### config.mk
export PLATFORM = sky130hd
export DESIGN_NAME = pump_relay_sequencer
export DESIGN_NICKNAME = d
export VERILOG_FILES = /design/src/hw/pump_pkg.sv /design/src/hw/pump_regs_if.sv /design/src/hw/pump_ahb_regs.sv /design/src/hw/relay_mapper.sv /design/src/hw/pump_relay_sequencer.sv
export SDC_FILE = /design/constraint.sdc
export NUM_CORES = 1
export LEC_CHECK = 0
export BUFFER_PORTS_ARGS = -buffer_cell sky130_fd_sc_hd__clkbuf_2
export CELL_PAD_IN_SITES_DETAIL_PLACEMENT = 1
export CELL_PAD_IN_SITES_GLOBAL_PLACEMENT = 1
export CORE_UTILIZATION = 49
export DETAILED_ROUTE_END_ITERATION = 6
export MAX_ROUTING_LAYER = met4
export PLACE_DENSITY = 0.84
export RECOVER_POWER = 50
export SYNTH_ARGS = -nofsm -noshare
export SYNTH_HDL_FRONTEND = slang
export SYNTH_HIERARCHICAL = 1
export SYNTH_SLANG_ARGS = --single-unit
export TNS_END_PERCENT = 50
### constraint.sdc
create_clock -name hclk -period 6.3 [get_ports hclk]
set_clock_uncertainty 0.1 [all_clocks]
set_input_delay 1.575 -clock hclk [delete_from_list [all_inputs] [get_ports hclk]]
set_output_delay 1.575 -clock hclk [all_outputs]
set_load 0.01 [all_outputs]
### src/hw/pump_pkg.sv
package pump_pkg;
   // register byte addresses on the bus
   localparam logic [7:0]  ADDR_FUNC       = 8'h00;
   localparam logic [7:0]  ADDR_LOGIC      = 8'h04;
   localparam logic [7:0]  ADDR_RATE_SEL   = 8'h08;
   localparam logic [7:0]  ADDR_FILL       = 8'h0c;
   localparam logic [7:0]  ADDR_EMPTY      = 8'h10;
   localparam logic [7:0]  ADDR_STATUS     = 8'h14;
   // reset values
   localparam logic [23:0] FUNC_RST        = 24'h000000;
   localparam logic [7:0]  LOGIC_RST       = 8'h00;
   localparam logic [1:0]  RATE_SEL_RST    = 2'h0;
   localparam logic [15:0] LIMIT_RST       = 16'h0000;
   // field positions
   localparam int          FUNC_W          = 8;
   localparam int          RSEL_EN_BIT     = 0;
   localparam int          RSEL_FILL_BIT   = 1;
   localparam int          STAT_LEAD_LSB   = 4;
   localparam int          STAT_STAGE_LSB  = 8;
   // relay control function codes and relay logic value
   localparam logic [7:0]  FUNC_FIX_ASSIST = 8'h32;
   localparam logic [7:0]  FUNC_FIX_BACKUP = 8'h33;
   localparam logic [7:0]  FUNC_ALT_ASSIST = 8'h34;
   localparam logic [7:0]  LOGIC_RELAY     = 8'h02;
   // group size
   localparam int          NUM_RELAYS      = 3;
   // rate settle time between rate-driven starts
   localparam longint      CLK_HZ          = 50000000;
   localparam longint      RATE_SETTLE_MS  = 1000;
   localparam int          RATE_SETTLE_CYC = int'(CLK_HZ * RATE_SETTLE_MS / 1000);

   typedef enum logic [3:0] {
      MODE_NONE       = 4'b0001,
      MODE_FIX_ASSIST = 4'b0010,
      MODE_FIX_BACKUP = 4'b0100,
      MODE_ALT_ASSIST = 4'b1000
   } mode_type;
endpackage

### src/hw/pump_regs_if.sv
`timescale 1ns/10ps
`default_nettype none
interface pump_regs_if;
   logic [23:0] func;
   logic [7:0]  logic_set;
   logic [1:0]  rate_pumping_select;
   logic [15:0] filling_rate_limit;
   logic [15:0] emptying_rate_limit;
   logic [31:0] status;

   modport regs (output func, output logic_set, output rate_pumping_select,
                 output filling_rate_limit, output emptying_rate_limit, input status);
   modport core (input func, input logic_set, input rate_pumping_select,
                 input filling_rate_limit, input emptying_rate_limit, output status);
endinterface
`default_nettype wire

### src/hw/pump_ahb_regs.sv
`timescale 1ns/10ps
`default_nettype none
module pump_ahb_regs
   import pump_pkg::*;
(
   input  wire logic        hclk,
   input  wire logic        hresetn,
   input  wire logic        hsel,
   input  wire logic [7:0]  haddr,
   input  wire logic [1:0]  htrans,
   input  wire logic        hwrite,
   input  wire logic [31:0] hwdata,
   input  wire logic        hready,
   output var  logic [31:0] hrdata,
   pump_regs_if.regs        rif
);
   logic        wr_pend_q;
   logic [7:0]  wr_addr_q;
   logic        take;

   // zero wait states, so an address phase is taken whenever the bus is ready
   assign take = hsel && hready && htrans[1];

   // write address held for the data phase
   always_ff @(posedge hclk or negedge hresetn) begin
      if (!hresetn) begin
         wr_pend_q <= 1'b0;
         wr_addr_q <= 8'h00;
      end else begin
         wr_pend_q <= take && hwrite;
         wr_addr_q <= haddr;
      end
   end

   // register writes; unmapped addresses are ignored
   always_ff @(posedge hclk or negedge hresetn) begin
      if (!hresetn) begin
         rif.func                <= FUNC_RST;
         rif.logic_set           <= LOGIC_RST;
         rif.rate_pumping_select <= RATE_SEL_RST;
         rif.filling_rate_limit  <= LIMIT_RST;
         rif.emptying_rate_limit <= LIMIT_RST;
      end else if (wr_pend_q) begin
         if (wr_addr_q == ADDR_FUNC) begin
            rif.func <= hwdata[23:0];
         end else if (wr_addr_q == ADDR_LOGIC) begin
            rif.logic_set <= hwdata[7:0];
         end else if (wr_addr_q == ADDR_RATE_SEL) begin
            rif.rate_pumping_select <= hwdata[1:0];
         end else if (wr_addr_q == ADDR_FILL) begin
            rif.filling_rate_limit <= hwdata[15:0];
         end else if (wr_addr_q == ADDR_EMPTY) begin
            rif.emptying_rate_limit <= hwdata[15:0];
         end
      end
   end

   // read data is fetched in the address phase so it stands in the data phase
   always_ff @(posedge hclk or negedge hresetn) begin
      if (!hresetn) begin
         hrdata <= 32'h00000000;
      end else if (take && !hwrite) begin
         if (haddr == ADDR_FUNC) begin
            hrdata <= {8'h00, rif.func};
         end else if (haddr == ADDR_LOGIC) begin
            hrdata <= {24'h000000, rif.logic_set};
         end else if (haddr == ADDR_RATE_SEL) begin
            hrdata <= {30'h0, rif.rate_pumping_select};
         end else if (haddr == ADDR_FILL) begin
            hrdata <= {16'h0000, rif.filling_rate_limit};
         end else if (haddr == ADDR_EMPTY) begin
            hrdata <= {16'h0000, rif.emptying_rate_limit};
         end else if (haddr == ADDR_STATUS) begin
            hrdata <= rif.status;
         end else begin
            hrdata <= 32'h00000000;
         end
      end
   end
endmodule
`default_nettype wire

### src/hw/relay_mapper.sv
`timescale 1ns/10ps
`default_nettype none
module relay_mapper
   import pump_pkg::*;
(
   input  wire mode_type    mode,
   input  wire logic [1:0]  stage,
   input  wire logic [1:0]  lead,
   input  wire logic [2:0]  member,
   output logic      [2:0]  relays
);
   logic [2:0] pos;

   // relay that takes the given place in the start order of this cycle
   function automatic logic [1:0] rot(input logic [1:0] base, input int step);
      logic [2:0] s;
      s = 3'(base) + 3'(step);
      rot = (s >= 3'(NUM_RELAYS)) ? 2'(s - 3'(NUM_RELAYS)) : s[1:0];
   endfunction

   always_comb begin
      relays = 3'h0;
      pos    = 3'h0;
      case (mode)
         MODE_FIX_ASSIST: begin
            for (int i = 0; i < NUM_RELAYS; i++) relays[i] = (stage > 2'(i));
         end
         MODE_FIX_BACKUP: begin
            for (int i = 0; i < NUM_RELAYS; i++) relays[i] = (stage == 2'(i + 1));
         end
         MODE_ALT_ASSIST: begin
            // rotated start order, all started pumps stay on together
            for (int j = 0; j < NUM_RELAYS; j++) begin
               pos = 3'(rot(lead, j));
               if (stage > 2'(j)) relays[pos[1:0]] = 1'b1;
            end
         end
         default: relays = 3'h0;
      endcase
      relays = relays & member;
   end
endmodule
`default_nettype wire

### src/hw/pump_relay_sequencer.sv
// The address map and the AHB-Lite slave port were chosen for this implementation.
`timescale 1ns/10ps
`default_nettype none
module pump_relay_sequencer
   import pump_pkg::*;
#(
   parameter int RATE_SETTLE = RATE_SETTLE_CYC
)(
   input  wire logic                hclk,
   input  wire logic                hresetn,
   input  wire logic                hsel,
   input  wire logic [31:0]         haddr,
   input  wire logic [1:0]          htrans,
   input  wire logic                hwrite,
   input  wire logic [2:0]          hsize,
   input  wire logic [31:0]         hwdata,
   input  wire logic                hready,
   output var  logic [31:0]         hrdata,
   output logic                     hreadyout,
   output logic                     hresp,
   input  wire logic [2:0]          on_level,
   input  wire logic                off_level,
   input  wire logic signed [15:0]  level_rate,
   output var  logic [2:0]          relay_q
);
   pump_regs_if rif ();

   logic [2:0]  on_meta_q;
   logic [2:0]  on_sync_q;
   logic [2:0]  on_prev_q;
   logic        off_meta_q;
   logic        off_sync_q;
   logic        off_prev_q;
   logic [2:0]  on_rise;
   logic        off_rise;
   logic [1:0]  stage_q;
   logic [1:0]  stage_d;
   logic [1:0]  lead_q;
   logic [31:0] settle_cnt_q;
   logic        settle_done;
   logic        rate_short;
   logic        rate_en;
   logic signed [16:0] rate_eff;
   logic [2:0]  member;
   logic [2:0]  relay_d;
   logic        relay_logic_ok;
   mode_type    mode;

   // next lead relay, wrapping from the last relay back to the first
   function automatic logic [1:0] next_lead(input logic [1:0] cur);
      next_lead = (cur == 2'(NUM_RELAYS - 1)) ? 2'h0 : 2'(cur + 2'h1);
   endfunction

   // duty and start method are both implied by the group's function code
   function automatic mode_type decode_mode(input logic [7:0] f);
      if (f == FUNC_FIX_ASSIST) begin
         decode_mode = MODE_FIX_ASSIST;
      end else if (f == FUNC_FIX_BACKUP) begin
         decode_mode = MODE_FIX_BACKUP;
      end else if (f == FUNC_ALT_ASSIST) begin
         decode_mode = MODE_ALT_ASSIST;
      end else begin
         decode_mode = MODE_NONE;
      end
   endfunction

   // register slave; never stalls and never errors
   assign hreadyout = 1'b1;
   assign hresp     = 1'b0;

   pump_ahb_regs pump_ahb_regs_inst (
      .hclk    (hclk),
      .hresetn (hresetn),
      .hsel    (hsel),
      .haddr   (haddr[7:0]),
      .htrans  (htrans),
      .hwrite  (hwrite),
      .hwdata  (hwdata),
      .hready  (hready),
      .hrdata  (hrdata),
      .rif     (rif.regs)
   );

   // level comparators are asynchronous to hclk, two flops before use
   always_ff @(posedge hclk or negedge hresetn) begin
      if (!hresetn) begin
         on_meta_q  <= 3'h0;
         on_sync_q  <= 3'h0;
         off_meta_q <= 1'b0;
         off_sync_q <= 1'b0;
      end else begin
         on_meta_q  <= on_level;
         on_sync_q  <= on_meta_q;
         off_meta_q <= off_level;
         off_sync_q <= off_meta_q;
      end
   end

   // edge history taken from the second flop only
   always_ff @(posedge hclk or negedge hresetn) begin
      if (!hresetn) begin
         on_prev_q  <= 3'h0;
         off_prev_q <= 1'b0;
      end else begin
         on_prev_q  <= on_sync_q;
         off_prev_q <= off_sync_q;
      end
   end

   assign on_rise  = on_sync_q & ~on_prev_q;
   assign off_rise = off_sync_q & ~off_prev_q;

   // group membership: relays whose function code matches relay 1
   always_comb begin
      for (int i = 0; i < NUM_RELAYS; i++) begin
         member[i] = (rif.func[i*FUNC_W +: FUNC_W] == rif.func[FUNC_W-1:0]);
      end
   end

   assign mode           = decode_mode(rif.func[FUNC_W-1:0]);
   assign relay_logic_ok = (rif.logic_set == LOGIC_RELAY);
   assign rate_en        = rif.rate_pumping_select[RSEL_EN_BIT];

   // rate sign follows the pumping direction; short means limit not yet met
   always_comb begin
      if (rif.rate_pumping_select[RSEL_FILL_BIT]) begin
         rate_eff   = 17'(level_rate);
         rate_short = rate_eff < $signed({1'b0, rif.filling_rate_limit});
      end else begin
         rate_eff   = -17'(level_rate);
         rate_short = rate_eff < $signed({1'b0, rif.emptying_rate_limit});
      end
   end

   assign settle_done = (settle_cnt_q == 32'(RATE_SETTLE - 1));

   // settle timer: rate is judged only after each start has had time to act
   always_ff @(posedge hclk or negedge hresetn) begin
      if (!hresetn) begin
         settle_cnt_q <= 32'h00000000;
      end else if (!rate_en || stage_q == 2'h0 || stage_q == 2'(NUM_RELAYS)
                   || stage_d != stage_q || settle_done) begin
         settle_cnt_q <= 32'h00000000;
      end else begin
         settle_cnt_q <= settle_cnt_q + 32'h00000001;
      end
   end

   // setpoint stage: highest ON reached this cycle, or stepped by rate when rate_en; OFF 0 ends the cycle
   always_comb begin
      stage_d = stage_q;
      if (off_rise) begin
         stage_d = 2'h0;
      end else if (rate_en) begin
         if (stage_q == 2'h0 && on_rise != 3'h0) begin
            stage_d = 2'h1;
         end else if (settle_done && rate_short && stage_q != 2'(NUM_RELAYS)) begin
            stage_d = 2'(stage_q + 2'h1);
         end
      end else begin
         for (int k = 0; k < NUM_RELAYS; k++) begin
            if (on_rise[k] && stage_q < 2'(k + 1)) stage_d = 2'(k + 1);
         end
      end
   end

   always_ff @(posedge hclk or negedge hresetn) begin
      if (!hresetn) begin
         stage_q <= 2'h0;
      end else begin
         stage_q <= stage_d;
      end
   end

   // lead rotates once per completed level cycle in alternate duty
   always_ff @(posedge hclk or negedge hresetn) begin
      if (!hresetn) begin
         lead_q <= 2'h0;
      end else if (off_rise && stage_q != 2'h0 && mode == MODE_ALT_ASSIST) begin
         lead_q <= next_lead(lead_q);
      end
   end

   relay_mapper relay_mapper_inst (
      .mode   (mode),
      .stage  (stage_q),
      .lead   (lead_q),
      .member (member),
      .relays (relay_d)
   );

   // contacts are registered so a mode change never glitches a pump
   always_ff @(posedge hclk or negedge hresetn) begin
      if (!hresetn) begin
         relay_q <= 3'h0;
      end else if (relay_logic_ok) begin
         relay_q <= relay_d;
      end else begin
         relay_q <= 3'h0;
      end
   end

   // status read back by software
   assign rif.status = {22'h0, stage_q, 2'h0, lead_q, 1'b0, relay_q};

   // checks
   property p_logic_gate;
      @(posedge hclk) disable iff (!hresetn)
      !relay_logic_ok |=> relay_q == 3'h0;
   endproperty
   a_logic_gate: assert property (p_logic_gate)
      else $error("relays closed while relay logic not set");

   property p_group;
      @(posedge hclk) disable iff (!hresetn)
      1'b1 |=> (relay_q & ~$past(member)) == 3'h0;
   endproperty
   a_group: assert property (p_group)
      else $error("relay outside the group closed");

   property p_fix_assist;
      @(posedge hclk) disable iff (!hresetn)
      mode == MODE_FIX_ASSIST && relay_logic_ok && member == 3'h7 && stage_q == 2'h2
      |=> relay_q == 3'h3;
   endproperty
   a_fix_assist: assert property (p_fix_assist)
      else $error("fixed assist stage two not relays one and two");

   property p_fix_backup;
      @(posedge hclk) disable iff (!hresetn)
      mode == MODE_FIX_BACKUP && relay_logic_ok && member == 3'h7 && stage_q == 2'h3
      |=> relay_q == 3'h4;
   endproperty
   a_fix_backup: assert property (p_fix_backup)
      else $error("fixed backup stage three not relay three alone");

   property p_backup_one;
      @(posedge hclk) disable iff (!hresetn)
      mode == MODE_FIX_BACKUP |=> $onehot0(relay_q);
   endproperty
   a_backup_one: assert property (p_backup_one)
      else $error("more than one relay closed in fixed backup");

   property p_alt_order;
      @(posedge hclk) disable iff (!hresetn)
      mode == MODE_ALT_ASSIST && relay_logic_ok && member == 3'h7 && lead_q == 2'h1
      && stage_q == 2'h2 |=> relay_q == 3'h6;
   endproperty
   a_alt_order: assert property (p_alt_order)
      else $error("alternate cycle two order wrong");

   property p_rotate;
      @(posedge hclk) disable iff (!hresetn)
      off_rise && stage_q != 2'h0 && mode == MODE_ALT_ASSIST
      |=> lead_q == next_lead($past(lead_q));
   endproperty
   a_rotate: assert property (p_rotate)
      else $error("lead did not advance at end of cycle");

   property p_off_opens;
      @(posedge hclk) disable iff (!hresetn)
      off_rise |=> stage_q == 2'h0 ##1 relay_q == 3'h0;
   endproperty
   a_off_opens: assert property (p_off_opens)
      else $error("relays not open after off setpoint");

   property p_fixed_start;
      @(posedge hclk) disable iff (!hresetn)
      mode == MODE_FIX_ASSIST && relay_logic_ok && member == 3'h7 && !rate_en
      && stage_q == 2'h0 && on_rise == 3'h1 && !off_rise
      |=> ##1 relay_q == 3'h1;
   endproperty
   a_fixed_start: assert property (p_fixed_start)
      else $error("fixed assist did not start relay one");

   property p_rate_step;
      @(posedge hclk) disable iff (!hresetn)
      rate_en && !off_rise && settle_done && rate_short && stage_q == 2'h1
      |=> stage_q == 2'h2;
   endproperty
   a_rate_step: assert property (p_rate_step)
      else $error("pump by rate did not add a pump");

   property p_rate_hold;
      @(posedge hclk) disable iff (!hresetn)
      rate_en && !off_rise && !settle_done && stage_q != 2'h0 |=> stage_q == $past(stage_q);
   endproperty
   a_rate_hold: assert property (p_rate_hold)
      else $error("pump by rate stepped before settle time");

   property p_alt_third;
      @(posedge hclk) disable iff (!hresetn)
      mode == MODE_ALT_ASSIST && relay_logic_ok && member == 3'h7 && lead_q == 2'h2
      && stage_q == 2'h1 |=> relay_q == 3'h4;
   endproperty
   a_alt_third: assert property (p_alt_third)
      else $error("alternate cycle three lead not relay three");

   property p_stage_hold;
      @(posedge hclk) disable iff (!hresetn)
      !rate_en && !off_rise && on_rise == 3'h0 |=> stage_q == $past(stage_q);
   endproperty
   a_stage_hold: assert property (p_stage_hold)
      else $error("stage moved with no setpoint edge");

   property p_lead_hold;
      @(posedge hclk) disable iff (!hresetn)
      !(off_rise && stage_q != 2'h0 && mode == MODE_ALT_ASSIST) |=> lead_q == $past(lead_q);
   endproperty
   a_lead_hold: assert property (p_lead_hold)
      else $error("lead moved outside the end of an alternate cycle");

   // no disable here: the first edge after release is the point of interest
   property p_reset_state;
      @(posedge hclk)
      $rose(hresetn) |-> relay_q == 3'h0 && lead_q == 2'h0 && stage_q == 2'h0;
   endproperty
   a_reset_state: assert property (p_reset_state)
      else $error("relays, lead or stage not at reset state after reset");

   c_fix_all: cover property (@(posedge hclk) disable iff (!hresetn)
      mode == MODE_FIX_ASSIST && relay_q == 3'h7);
   c_backup_three: cover property (@(posedge hclk) disable iff (!hresetn)
      mode == MODE_FIX_BACKUP && relay_q == 3'h4);
   c_alt_wrap: cover property (@(posedge hclk) disable iff (!hresetn)
      mode == MODE_ALT_ASSIST && lead_q == 2'h2 ##[1:1000] lead_q == 2'h0);
   c_rate_add: cover property (@(posedge hclk) disable iff (!hresetn)
      rate_en && stage_q == 2'h1 ##1 stage_q == 2'h2);
endmodule
`default_nettype wire

Word level (Yosys, flattened, before mapping):

Cells that the tools add are included.

* add/subtract/negate cells: 9
* $lt $le $gt $ge: 17
* equal/unequal tests: 25
* multiplexer cells: 35
* bitwise logic cells: 11
* reductions and logical operators: 31

Operator list (count)
* 32-bit two-way mux: 6
* 32-bit by 1-bit adder with 32-bit output, second input constant: 1
* 32-bit by 26-bit == test with 1-bit output, second input constant: 1
* 8-bit by 4-bit == test with 1-bit output, second input constant: 4
* 8-bit by 5-bit == test with 1-bit output, second input constant: 3
* 8-bit by 6-bit == test with 1-bit output, second input constant: 3
* 2-bit two-way mux: 11
* 3-bit two-way mux: 6
* 16-bit by 17-bit < comparator with 1-bit output: 1
* 17-bit < comparator: 1
* 16-bit negator with 17-bit output: 1
* 8-bit by 3-bit == test with 1-bit output, second input constant: 2
* 8-bit == test: 2
* 8-bit zero test: 2
* 1-bit logical AND: 15
* 4-bit two-way mux: 3
* 10-bit two-way mux: 1
* 2-bit by 3-bit < comparator with 1-bit output, second input constant: 3
* 3-bit one-hot mux with 3 select lines: 1
* 8-bit by 2-bit == test with 1-bit output, second input constant: 1
* 3-bit AND: 2
* 1-bit demux with 2-bit select: 3
* 2-bit == test, second input constant: 3
* 2-bit by 1-bit greater-or-equal comparator with 1-bit output, second input constant: 3
* other kinds (31): 49

* register bits after elaboration: 158
* bits of input ports: 94
* output and inout port bits: 37
* logic and storage cells: 146

Logic depth before layout (Yosys ltp):

Gate-level depths: netlist of run 1.

* depth in word-level cells: 16
* mapped depth: 14
* gate-level depth less buffers: 14

Modules after synthesis:

The synthesis of run 1 kept the hierarchy.

Modules (own cells, without submodules)
* pump_ahb_regs: times used 1, cells each 333, area an instance 4549.4 um^2, seq. area each 2677.6 um^2
* pump_relay_sequencer: times used 1, cells each 399, area an instance 3575.9 um^2, seq. area each 1276.2 um^2
* relay_mapper: times used 1, cells each 33, area an instance 237.7 um^2, seq. area each 0.0 um^2

Worst setup path after synthesis of run 1:

Ideal clock, no wire load.

* kind: in2reg
* from: in level_rate[3]
* to: reg stage_q[1]
* library setup time: 0.121 ns
* data arrival time: 4.094 ns
* data required time: 6.079 ns
* path slack: 1.985 ns
* stages on the path: 14
* cell sequence: nor2_1 > nand3_1 > or3_1 > nor2b_1 > nand2_1 > xor2_1 > ha_1 > and3_1 > nand4_1 > o21ai_0 > a211o_1 > a2111oi_4 > mux2i_1 > o2bb2ai_1

* word-level cells in the longest chain between the ends: 9

RTL lines
* start, declared: line pump_relay_sequencer.sv:23 `input wire logic signed [15:0] level_rate,`
* 16-bit negator with 17-bit output: line pump_relay_sequencer.sv:130 `rate_eff = -17'(level_rate);`
* 17-bit < comparator: line pump_relay_sequencer.sv:131 `rate_short = rate_eff < $signed({1'b0, rif.emptying_rate_limit});`
* 1-bit two-way mux (*): line pump_relay_sequencer.sv:126 `if (rif.rate_pumping_select[RSEL_FILL_BIT]) begin`
* 1-bit logical AND (*) (2 in a row): line pump_relay_sequencer.sv:157 `end else if (settle_done && rate_short && stage_q != 2'(NUM_RELAYS)) begin`
* 2-bit two-way mux (*): line pump_relay_sequencer.sv:157
* 2-bit two-way mux (*): line pump_relay_sequencer.sv:155 `if (stage_q == 2'h0 && on_rise != 3'h0) begin`
* 2-bit two-way mux (*): line pump_relay_sequencer.sv:154 `end else if (rate_en) begin`
* 2-bit two-way mux (*): line pump_relay_sequencer.sv:152 `if (off_rise) begin`
* named net stage_d[1]: line pump_relay_sequencer.sv:37 `logic [1:0] stage_d;`
* end signal, assigned: line pump_relay_sequencer.sv:171 `stage_q <= stage_d;`
* end, declared: line pump_relay_sequencer.sv:36 `logic [1:0] stage_q;`

Mark *: on every way through the listed nets, which the timed path passes. The rest lies on a longest branch.
A chain may end at the register's enable or synchronous reset.

Final worst setup path of run 1:

Ends and elaborated chain as after synthesis.

==> run_results.csv, run 1 <==
group,metric,value,unit
critical_path,cp_common_cell,"nand2_1",
timing,fmax,219,MHz
run_status,violations,"max-capacitance violations, max-slew violations",
critical_path,worstSetupPathType,"in2reg",
timing,fin_crit_sh,72.4,%
global_routing,antenna_found_initial,0,
timing,finalHoldViolCount,0,
timing,max-slew-margin-rel,-91.8,%
global_routing,globalRouteOverflowTotal,0,
clocking,clockBufferDepth,2,
global_routing,grt_pass1_wl,38900,um
placed_design,port_buffers,92,
routing,viasPerCell,5.83,
routing,drc,0,
final_layout,fillers,1838,
floorplanning,top_level_ports,131,
routing,drt_iter0_drc,326,
synth,ys_ff_latch,158,
floorplanning,dieArea,17600,um2
critical_path,critPathMaxFanout,4,
critical_path,arrival,4.78,ns
synth,syn-cell-area,8360,um2
clocking,clk_latency,0.43,ns
synth,synthTopCellsByCount,"dfrtp_1 (158), mux2_2 (72), nor2_1 (70)",
final_layout,syn2layout_area_growth,15.3,%
floorplanning,coreArea,16600,um2
synth,synth.avg_cell_area,10.9,um2
critical_path,end_kind,"flip-flop",
timing,tns,0,ns
critical_path,cp.required,6.52,ns
clocking,clk_pin_slew,0.06,ns
critical_path,worst_path_largest_cell_delay,0.42,ns
synth,yosysUniqueCellTypes,66,
critical_path,crit_path_start_kind,"input pin",
timing,worst_slew_pin_slew,2.88,ns
flow_run,maxCapViolations,4,
timing,rsz0062_at_grt,"false",
routing,wl_per_cell,21.5,um
global_routing,grt_max_degree,115,
synth,synthFlopType,"dfrtp_1",
floorplanning,rows,47,
final_layout,stdcell_area,9650,um2
floorplanning,chipHeight,133,um
min_path,hold_class,"reg2reg",
routing,wl,23900,um
synth,synthArstFlopShare,100,%
power,ir_drop,0.196,mV
synth,postSynthCellCount,765,
routing,ant_nets,0,
synth,ys_seq_area_share,47.3,%
synth,synth.most_common_cell,"dfrtp_1",
placed_design,routabilityCongestion,0.871,
critical_path,slowest_stage,"a2111oi_4",
routing,dr.pass1.iters,4,
synth,synth_edf_count,0,
final_layout,nets,1013,
clocking,cts_setup_buffers,0,
clocking,htree_levels,4,
global_routing,first_global_vias,7147,
clocking,root_buffer,"clkbuf_16",
clocking,cts_tree,"built",
final_layout,diodes,0,
clocking,cts_hold_buffers,0,
global_routing,grt_use_total,29.7,%
timing,finalCriticalPeriod,4.56,ns
floorplanning,start_util,50.3,%
synth,synth_top_area_share,47.3,%
critical_path,cp_cell_sequence,"clkbuf_2 -> nor2_1 -> nand3_1 -> or3_1 -> nor2b_1 -> nand2_1 -> xor2_1 -> ha_1 -> and3_1 -> nand2_1 -> a31oi_1 -> a211o_1 -> a2111oi_4 -> mux2i_1 -> o2bb2ai_1",
power,leakage,4.40,nW
floorplanning,die_x,133,um
synth,synthTopCellsByArea,"dfrtp_1 (47%), mux2_2 (9.7%), ha_1 (5.7%), xnor2_1 (3.5%), nor2_1 (3.1%)",
routing,vias,6498,
timing,finalMaxSlewViolations,193,
clocking,cts_sinks,158,
timing,finalSetupViolCount,0,
clocking,numCtsBuffers,17,
synth,yosysTopAreaCell,"dfrtp_1",
clocking,post_cts_resized,0,
placed_design,dpl.hpwl,17000,um
placed_design,dpl_cell_area,9100,um2
power,p_per_area,247,nW/um2
run_status,status,"complete, but fails checks",
synth,synth_warnings,6,
final_layout,drive_gt1_share,21.6,%
## stage by stage
step | hold WS [ns] | setup slack (ns) | instances | total power [mW] | utilization, %
floorplan | 0.231 | 1.98 | 791 | 1.23 | -
global placement | 0.236 | 1.55 | 1082 | 1.33 | 54.7
detailed placement | 0.240 | 1.34 | 1082 | 1.36 | 54.7
CTS | 0.254 | 1.78 | 1114 | 2.40 | 58.2
global route | 0.254 | 1.50 | 1114 | 2.47 | 58.0
finish | 0.251 | 1.74 | 1114 | 2.38 | 58.0
## critical path, delay by kind of cell
kind	cells	cell delay (ns)
buf+inv	1	0.12
compound gates	4	0.94
simple gates	7	1.42
xor+xnor	1	0.17
fa+ha+maj	1	0.29
mux	1	0.24
## final timing paths
kind,from,to,slack (ns),depth (start not counted)
min in group asynchronous,hresetn,pump_ahb_regs_inst/rif.emptying_rate_limit[10],1.91,1
max in group asynchronous,hresetn,pump_ahb_regs_inst/rif.emptying_rate_limit[9],2.28,2
max reg2reg,pump_ahb_regs_inst/wr_addr_q[1],pump_ahb_regs_inst/rif.filling_rate_limit[2],3.03,4
min,on_meta_q[2],on_sync_q[2],0.25,0
min reg2reg,on_meta_q[2],on_sync_q[2],0.25,0
max,level_rate[3],stage_q[1],1.74,15
## cell type report
| type | instances | area [um2] | share of cell area [%] |
|---|---|---|---|
| Clock buffer | 20 | 447 | 4.63 |
| Clock inverter | 12 | 144 | 1.49 |
| Inverter | 43 | 161 | 1.67 |
| Multi-Input combinational cell | 567 | 4210 | 43.7 |
| Sequential cell | 158 | 3950 | 41.0 |
| Tap cell | 220 | 275 | 2.85 |
| Timing Repair Buffer | 94 | 454 | 4.71 |
## flip-flops by register name, indices dropped and copies added (netlist names), 3 cells and up
| register | flops |
|---|---|
| pump_ahb_regs_inst/rif.filling_rate_limit | 16 |
| pump_ahb_regs_inst/rif.emptying_rate_limit | 16 |
| settle_cnt_q | 32 |
| on_prev_q | 3 |
| pump_ahb_regs_inst/rif.func | 24 |
| pump_ahb_regs_inst/rif.logic_set | 8 |
| pump_ahb_regs_inst/hrdata | 32 |
| on_sync_q | 3 |
| pump_ahb_regs_inst/wr_addr_q | 8 |
| on_meta_q | 3 |
| relay_q | 3 |
## kinds of logic after synthesis
logic type	count (synthesis)	share of synthesized area (%)
AND/OR/NAND/NOR	233	15.4
adder cells (fa/ha/maj)	38	5.69
multiplexers	84	11.1
XOR/XNOR	58	6.07
buffers and inverters	66	3.32
other	2	0.0898
flip-flops	158	47.3
AO/OA/AOI/OAI	126	11.0
## routing by layer
metal	GRT usage (%)	up-vias	routed length (um)
li1	-	2945	-
met3	5.67	37	938
met5	-	-	0
met2	52.2	148	12700
met1	33.8	3368	9750
met4	10.1	0	545
## cell usage in the layout, fill, tap and decap left out, types with 26 or more instances in the layout
master	netlist	final
nor2_1	70	71
xnor2_1	33	33
nand2_1	39	39
conb_1	2	28
dfrtp_1	158	158
o21ai_0	26	26
ha_1	38	38
mux2_2	72	70
clkbuf_2	0	78
inv_1	43	43
## report_power, final
group | internal, mW | total (mW) | switching [mW]
clock network | 0.629 | 1.04 | 0.410
registers | 1.05 | 1.10 | 0.0454
logic | 0.0969 | 0.242 | 0.146
total | 1.78 | 2.38 | 0.601
Power figures use the tool's default switching activity.
==> inputs of run 2 (changes only) <==
Settings changed: ABC_AREA set to 1, CORE_UTILIZATION 49 to 44, PLACE_DENSITY 0.84 to 0.8.
Clock period 6.3 ns to 4.2 ns, I/O delays scaled along.
==> run_results.csv, run 2 <==
group,metric,value,unit
final_layout,fin_util,54.0,%
global_routing,antenna_found_initial,0,
global_routing,grt_use_total,25.9,%
routing,wl,26300,um
critical_path,worst_path_largest_cell_delay,0.28,ns
final_layout,seq_area,3950,um2
synth,synth_warnings,6,
floorplanning,coreArea,20300,um2
synth,muxShareOfSynthArea,0.983,%
final_layout,fillers,2493,
synth,yosys.area_share.simple,26.8,%
routing,ant_nets,0,
flow_run,maxCapViolations,2,
synth,synth_xor_area_share,5.16,%
global_routing,grt_pass1_wl,41800,um
placed_design,port_buffers,92,
placed_design,routabilityCongestion,0.836,
floorplanning,top_level_ports,131,
timing,finalMaxSlewViolations,126,
clocking,clockBufferDepth,2,
synth,yosysTopAreaCell,"dfrtp_1",
routing,viasPerCell,5.13,
synth,synthTopCellsByCount,"nand2_1 (227), inv_1 (163), dfrtp_1 (158)",
synth,synth_top_area_share,43.1,%
synth,yosysUniqueCellTypes,49,
placed_design,dpl.hpwl,18200,um
power,ir_drop,0.314,mV
critical_path,crit_path_start_kind,"input pin",
routing,vias,7798,
timing,rsz0062_at_grt,"true",
clocking,cts_sinks,158,
min_path,hold_class,"reg2reg",
routing,dr.pass1.iters,4,
final_layout,syn2layout_area_growth,19.6,%
final_layout,reg_top3,"pump_ahb_regs_inst/hrdata: 32 flops, settle_cnt_q: 32 flops, pump_ahb_regs_inst/rif.func: 24 flops",
clocking,root_buffer,"clkbuf_16",
synth,synth_edf_count,0,
critical_path,cp.required,4.41,ns
power,p_per_area,348,nW/um2
synth,synth.most_common_cell,"nand2_1",
final_layout,final_common_cell,"nand2_1",
timing,finalHoldViolCount,0,
final_layout,final_cell_mix,"nand2_1 (218), inv_1 (160), dfrtp_1 (158), nor2_1 (85), clkbuf_2 (85)",
timing,max-slew-margin-rel,-49.7,%
synth,synth.avg_cell_area,8.33,um2
global_routing,grt_max_degree,86,
synth,postSynthCellCount,1100,
synth,synthTopCellsByArea,"dfrtp_1 (43%), nand2_1 (9.3%), inv_1 (6.7%), ha_1 (5.2%), nor2_1 (3.6%)",
timing,fin_crit_sh,97.9,%
clocking,clk_pin_slew,0.06,ns
critical_path,end_kind,"flip-flop",
global_routing,first_global_vias,8281,
clocking,numCtsBuffers,17,
floorplanning,start_util,45.1,%
floorplanning,rows,52,
global_routing,globalRouteOverflowTotal,0,
critical_path,cp_common_cell,"nand2_2",
clocking,clk_latency,0.43,ns
final_layout,diodes,0,
routing,drc,0,
timing,finalCriticalPeriod,4.11,ns
synth,synth_top_family_by_area,"simple AND/OR/NAND/NOR gates",
power,leakage,5.67,nW
floorplanning,die_x,146,um
timing,finalSetupViolCount,0,
final_layout,multi_input_area,4620,um2
routing,drt_iter0_drc,369,
synth,syn-cell-area,9170,um2
floorplanning,chipHeight,146,um
critical_path,arrival,4.32,ns
critical_path,worstSetupPathType,"in2reg",
synth,ys_ff_latch,158,
critical_path,slowest_stage,"ha_1",
clocking,htree_levels,4,
critical_path,critPathMaxFanout,6,
run_status,violations,"max-capacitance violations, max-slew violations",
routing,wl_per_cell,17.3,um
run_status,status,"complete, but fails checks",
synth,synth_compound_area_share,9.26,%
clocking,cts_tree,"built",
synth,synthFlopType,"dfrtp_1",
synth,synthArstFlopShare,100,%
timing,worst_slew_pin_slew,2.25,ns
final_layout,stdcell_area,11000,um2
final_layout,drive_gt1_share,22.3,%
final_layout,nets,1369,
placed_design,dpl_cell_area,10100,um2
floorplanning,dieArea,21400,um2
synth,ys_seq_area_share,43.1,%
timing,fmax,243,MHz
synth,synth_fa_ha_area_share,5.19,%
[run 2: cell families (layout without fill, tap and decap cells)]
| group | Yosys count | count (layout) |
|---|---|---|
| other cells | 2 | 28 |
| mux | 8 | 8 |
| buf+inv | 195 | 319 |
| fa+ha+maj | 38 | 38 |
| flops | 158 | 158 |
| simple gates | 500 | 500 |
| xor+xnor | 54 | 54 |
| compound gates | 145 | 145 |
[run 2: worst paths after layout]
path | cells past startpoint | endpoint | slack (ns) | from
worst max-delay path | 30 | settle_cnt_q[16] | 0.09 | level_rate[2]
worst min-delay path | 0 | on_sync_q[1] | 0.25 | on_meta_q[1]
worst max register to register | 18 | settle_cnt_q[16] | 1.32 | pump_ahb_regs_inst/rif.filling_rate_limit[8]
worst min register to register | 0 | on_sync_q[1] | 0.25 | on_meta_q[1]
max in group asynchronous | 1 | pump_ahb_regs_inst/hrdata[23] | 1.49 | hresetn
min in group asynchronous | 1 | on_prev_q[0] | 1.15 | hresetn
[run 2: per-stage QoR]
stage	setup slack (ns)	cells	power [mW]	hold WS [ns]	TNS (ns)
2_1_floorplan	0.165	1126	1.91	0.231	0
3_3_place_gp	-0.215	1482	2.08	0.235	-6.55
3_5_place_dp	-0.449	1482	2.10	0.242	-13.88
4_1_cts	0.0352	1514	3.79	0.256	0
5_1_grt	-0.0543	1520	3.97	0.272	-0.993
6_report	0.0900	1520	3.82	0.251	0
[run 2: what timing repair did]
item | 4_1_cts | 5_1_grt
pin swaps | 0 | 13
gates resized for setup | 1 | 45
hold buffers | 0 | 0
buffers inserted | 0 | 3
gates cloned | 0 | 3
setup endpoints to repair | 32 | 32
[run 2: where the power goes]
part | internal (mW) | switching (mW)
registers | 1.58 | 0.0610
logic | 0.195 | 0.298
clock network | 1.03 | 0.651
[run 2: final cells by class]
| type | instances | area share [%] |
|---|---|---|
| Clock buffer | 19 | 4.13 |
| Timing Repair Buffer | 122 | 7.15 |
| Clock inverter | 13 | 1.70 |
| Inverter | 165 | 5.72 |
| Tap cell | 270 | 3.08 |
| Multi-Input combinational cell | 773 | 42.1 |
| Sequential cell | 158 | 36.1 |
[run 2: critical path, delay by kind of cell]
family	cells	cell delay [ns]
AOI/OAI and AO/OA	1	0.17
xor gates and xnor gates	1	0.17
adders and majority gates	1	0.28
buffers and inverters	4	0.45
and+or+nand+nor	23	2.18
[run 2: layer usage]
layer	track usage (%)	vias to the layer above	part of all wire, %	wire [um]
li1	-	3736	-	-
met1	29.5	3888	41	10700
met2	46.0	122	54	14200
met3	4.03	52	2.4	624
met4	8.85	0	2.8	742
met5	-	-	0	0
==> inputs of run 3 (changes only) <==
Settings changed: CORE_UTILIZATION 44 to 40, PLACE_DENSITY 0.8 to 0.73.
==> run_results.csv, run 3 (synthesis results as in run 2) <==
group,metric,value,unit
run_status,status,"complete, but fails checks",
run_status,violations,"max-capacitance violations, max-slew violations",
global_routing,grt_use_met1,26.1,%
global_routing,use_met3,3.66,%
final_layout,reg_top3,"pump_ahb_regs_inst/hrdata: 32 flops, settle_cnt_q: 32 flops, pump_ahb_regs_inst/rif.func: 24 flops",
power,sw_frac_of_total,25.5,%
power,power.net_switching,968,uW
floorplanning,coreArea,22600,um2
timing,holdWs,0.259,ns
final_layout,fillers,2769,
global_routing,first_global_vias,7904,
clocking,clockBufferDepth,2,
final_layout,nets,1371,
placed_design,pre_cts_ws,-0.310,ns
global_routing,grt_use_total,22.0,%
critical_path,critPathMaxFanout,8,
clocking,clk_latency,0.43,ns
clocking,cts_hold_buffers,0,
routing,dr.pass1.iters,4,
min_path,hold_class,"reg2reg",
routing,viasPerCell,4.94,
flow_run,maxCapViolations,2,
final_layout,fin_util,48.2,%
critical_path,cp.required,4.46,ns
power,seqPwrFrac,43.2,%
power,clkPwrFrac,44.7,%
final_layout,final_common_cell,"nand2_1",
timing,finalMaxSlewViolations,120,
final_layout,final_cells,1537,
final_layout,diodes,0,
final_layout,drive_gt1_share,21.1,%
critical_path,arrival,4.42,ns
critical_path,cp_common_cell,"nand2_1",
critical_path,end_kind,"flip-flop",
floorplanning,start_util,40.6,%
critical_path,worstSetupPathType,"in2reg",
floorplanning,rows,55,
floorplanning,die_x,153,um
placed_design,port_buffers,92,
power,p_per_area,350,nW/um2
power,ir_drop,0.210,mV
placed_design,routabilityCongestion,0.847,
timing,worst_slew_pin_slew,1.99,ns
timing,finalSetupViolCount,0,
global_routing,grt_pass1_wl,39400,um
routing,drt_iter0_drc,294,
routing,wl_per_cell,15.7,um
floorplanning,dieArea,23500,um2
clocking,cts_sinks,158,
routing,wl,24200,um
placed_design,dpl.hpwl,17900,um
clocking,root_buffer,"clkbuf_16",
global_routing,grt_use_met2,38.6,%
global_routing,antenna_found_initial,0,
floorplanning,chipHeight,153,um
timing,max-slew-margin-rel,-32.8,%
final_layout,stdcell_area,10900,um2
timing,fin_ws,0.0419,ns
global_routing,grt_max_degree,79,
timing,fmax,240,MHz
routing,ant_nets,0,
timing,rsz0062_at_grt,"true",
critical_path,worst_path_largest_cell_delay,0.39,ns
placed_design,dpl_cell_area,10100,um2
critical_path,crit_path_start_kind,"input pin",
clocking,clk_pin_slew,0.06,ns
global_routing,globalRouteOverflowTotal,0,
floorplanning,top_level_ports,131,
placed_design,dp_cells,1502,
timing,finalHoldViolCount,0,
power,p_int,2.83,mW
clocking,cts_tree,"built",
timing,finalCriticalPeriod,4.16,ns
routing,vias,7598,
critical_path,slowest_stage,"or3_4",
clocking,numCtsBuffers,17,
timing,fin_crit_sh,99.0,%
clocking,htree_levels,4,
global_routing,grt-busiest-layer,"met2",
routing,drc,0,
final_layout,syn2layout_area_growth,18.6,%
power,leakage,5.65,nW
power,combPwrFrac,12.0,%
final_layout,final_cell_mix,"nand2_1 (221), inv_1 (162), dfrtp_1 (158), nor2_1 (86), clkbuf_2 (85)",
## run 3: changes by cell type in the layout (fill, tap and decap cells not counted), sizes merged
cell      change
clkbuf        +4
clkinvlp      -2
bufinv        +1
inv           -1
## run 3: metal layers
layer,wire (um),part of all wire [%]
met1,10400,43
met2,12800,53
met3,716,3.0
met4,295,1.2
met5,0,0
## run 3: metrics by stage
stage	power, mW	TNS (ns)
floorplan	1.91	0
global placement	2.08	-6.53
detailed placement	2.09	-8.46
CTS	3.80	0
global route	3.96	-5.98
finish	3.80	0
## run 3: path summary, 6_finish.rpt
kind                                                          startpoint               to  slack (ns)  cells after the start
max in group asynchronous                                        hresetn       off_sync_q        0.83                      2
setup / recovery                                           level_rate[1]  settle_cnt_q[5]        0.04                     28
min in group asynchronous                                        hresetn     on_meta_q[1]        1.07                      1
setup reg to reg           pump_ahb_regs_inst/rif.filling_rate_limit[14]  settle_cnt_q[5]        1.35                     18
hold / removal                                                off_meta_q       off_sync_q        0.26                      0
hold reg to reg                                               off_meta_q       off_sync_q        0.26                      0
## run 3: power by group through the flow
| stage | Combinational, mW | Clock (mW) | Sequential (mW) |
|---|---|---|---|
| after floorplan | 0.245 | 0 | 1.67 |
| after global placement | 0.408 | 0 | 1.67 |
| after detailed placement | 0.420 | 0 | 1.67 |
| after CTS | 0.421 | 1.74 | 1.64 |
| after global routing | 0.514 | 1.79 | 1.65 |
| final | 0.458 | 1.70 | 1.64 |
## run 3: cell type report
type | instances | area (um2) | share of cell area (%)
Multi-Input combinational cell | 773 | 4550 | 41.9
Tap cell | 285 | 357 | 3.28
Clock inverter | 11 | 189 | 1.74
Sequential cell | 158 | 3950 | 36.4
Clock buffer | 21 | 450 | 4.14
Timing Repair Buffer | 124 | 744 | 6.85
Inverter | 165 | 624 | 5.74
## run 3: worst max-delay path, delay by kind of cell
kind | cells | cell delay [ns]
buf+inv | 4 | 0.43
simple gates | 21 | 2.25
fa+ha+maj | 1 | 0.29
compound gates | 1 | 0.21
xor+xnor | 1 | 0.15
## run 3: timing repair
item,CTS,global route
endpoints found under the setup margin,0,32
buffers inserted,0,1
resized for setup,0,31
hold endpoints to repair,0,0
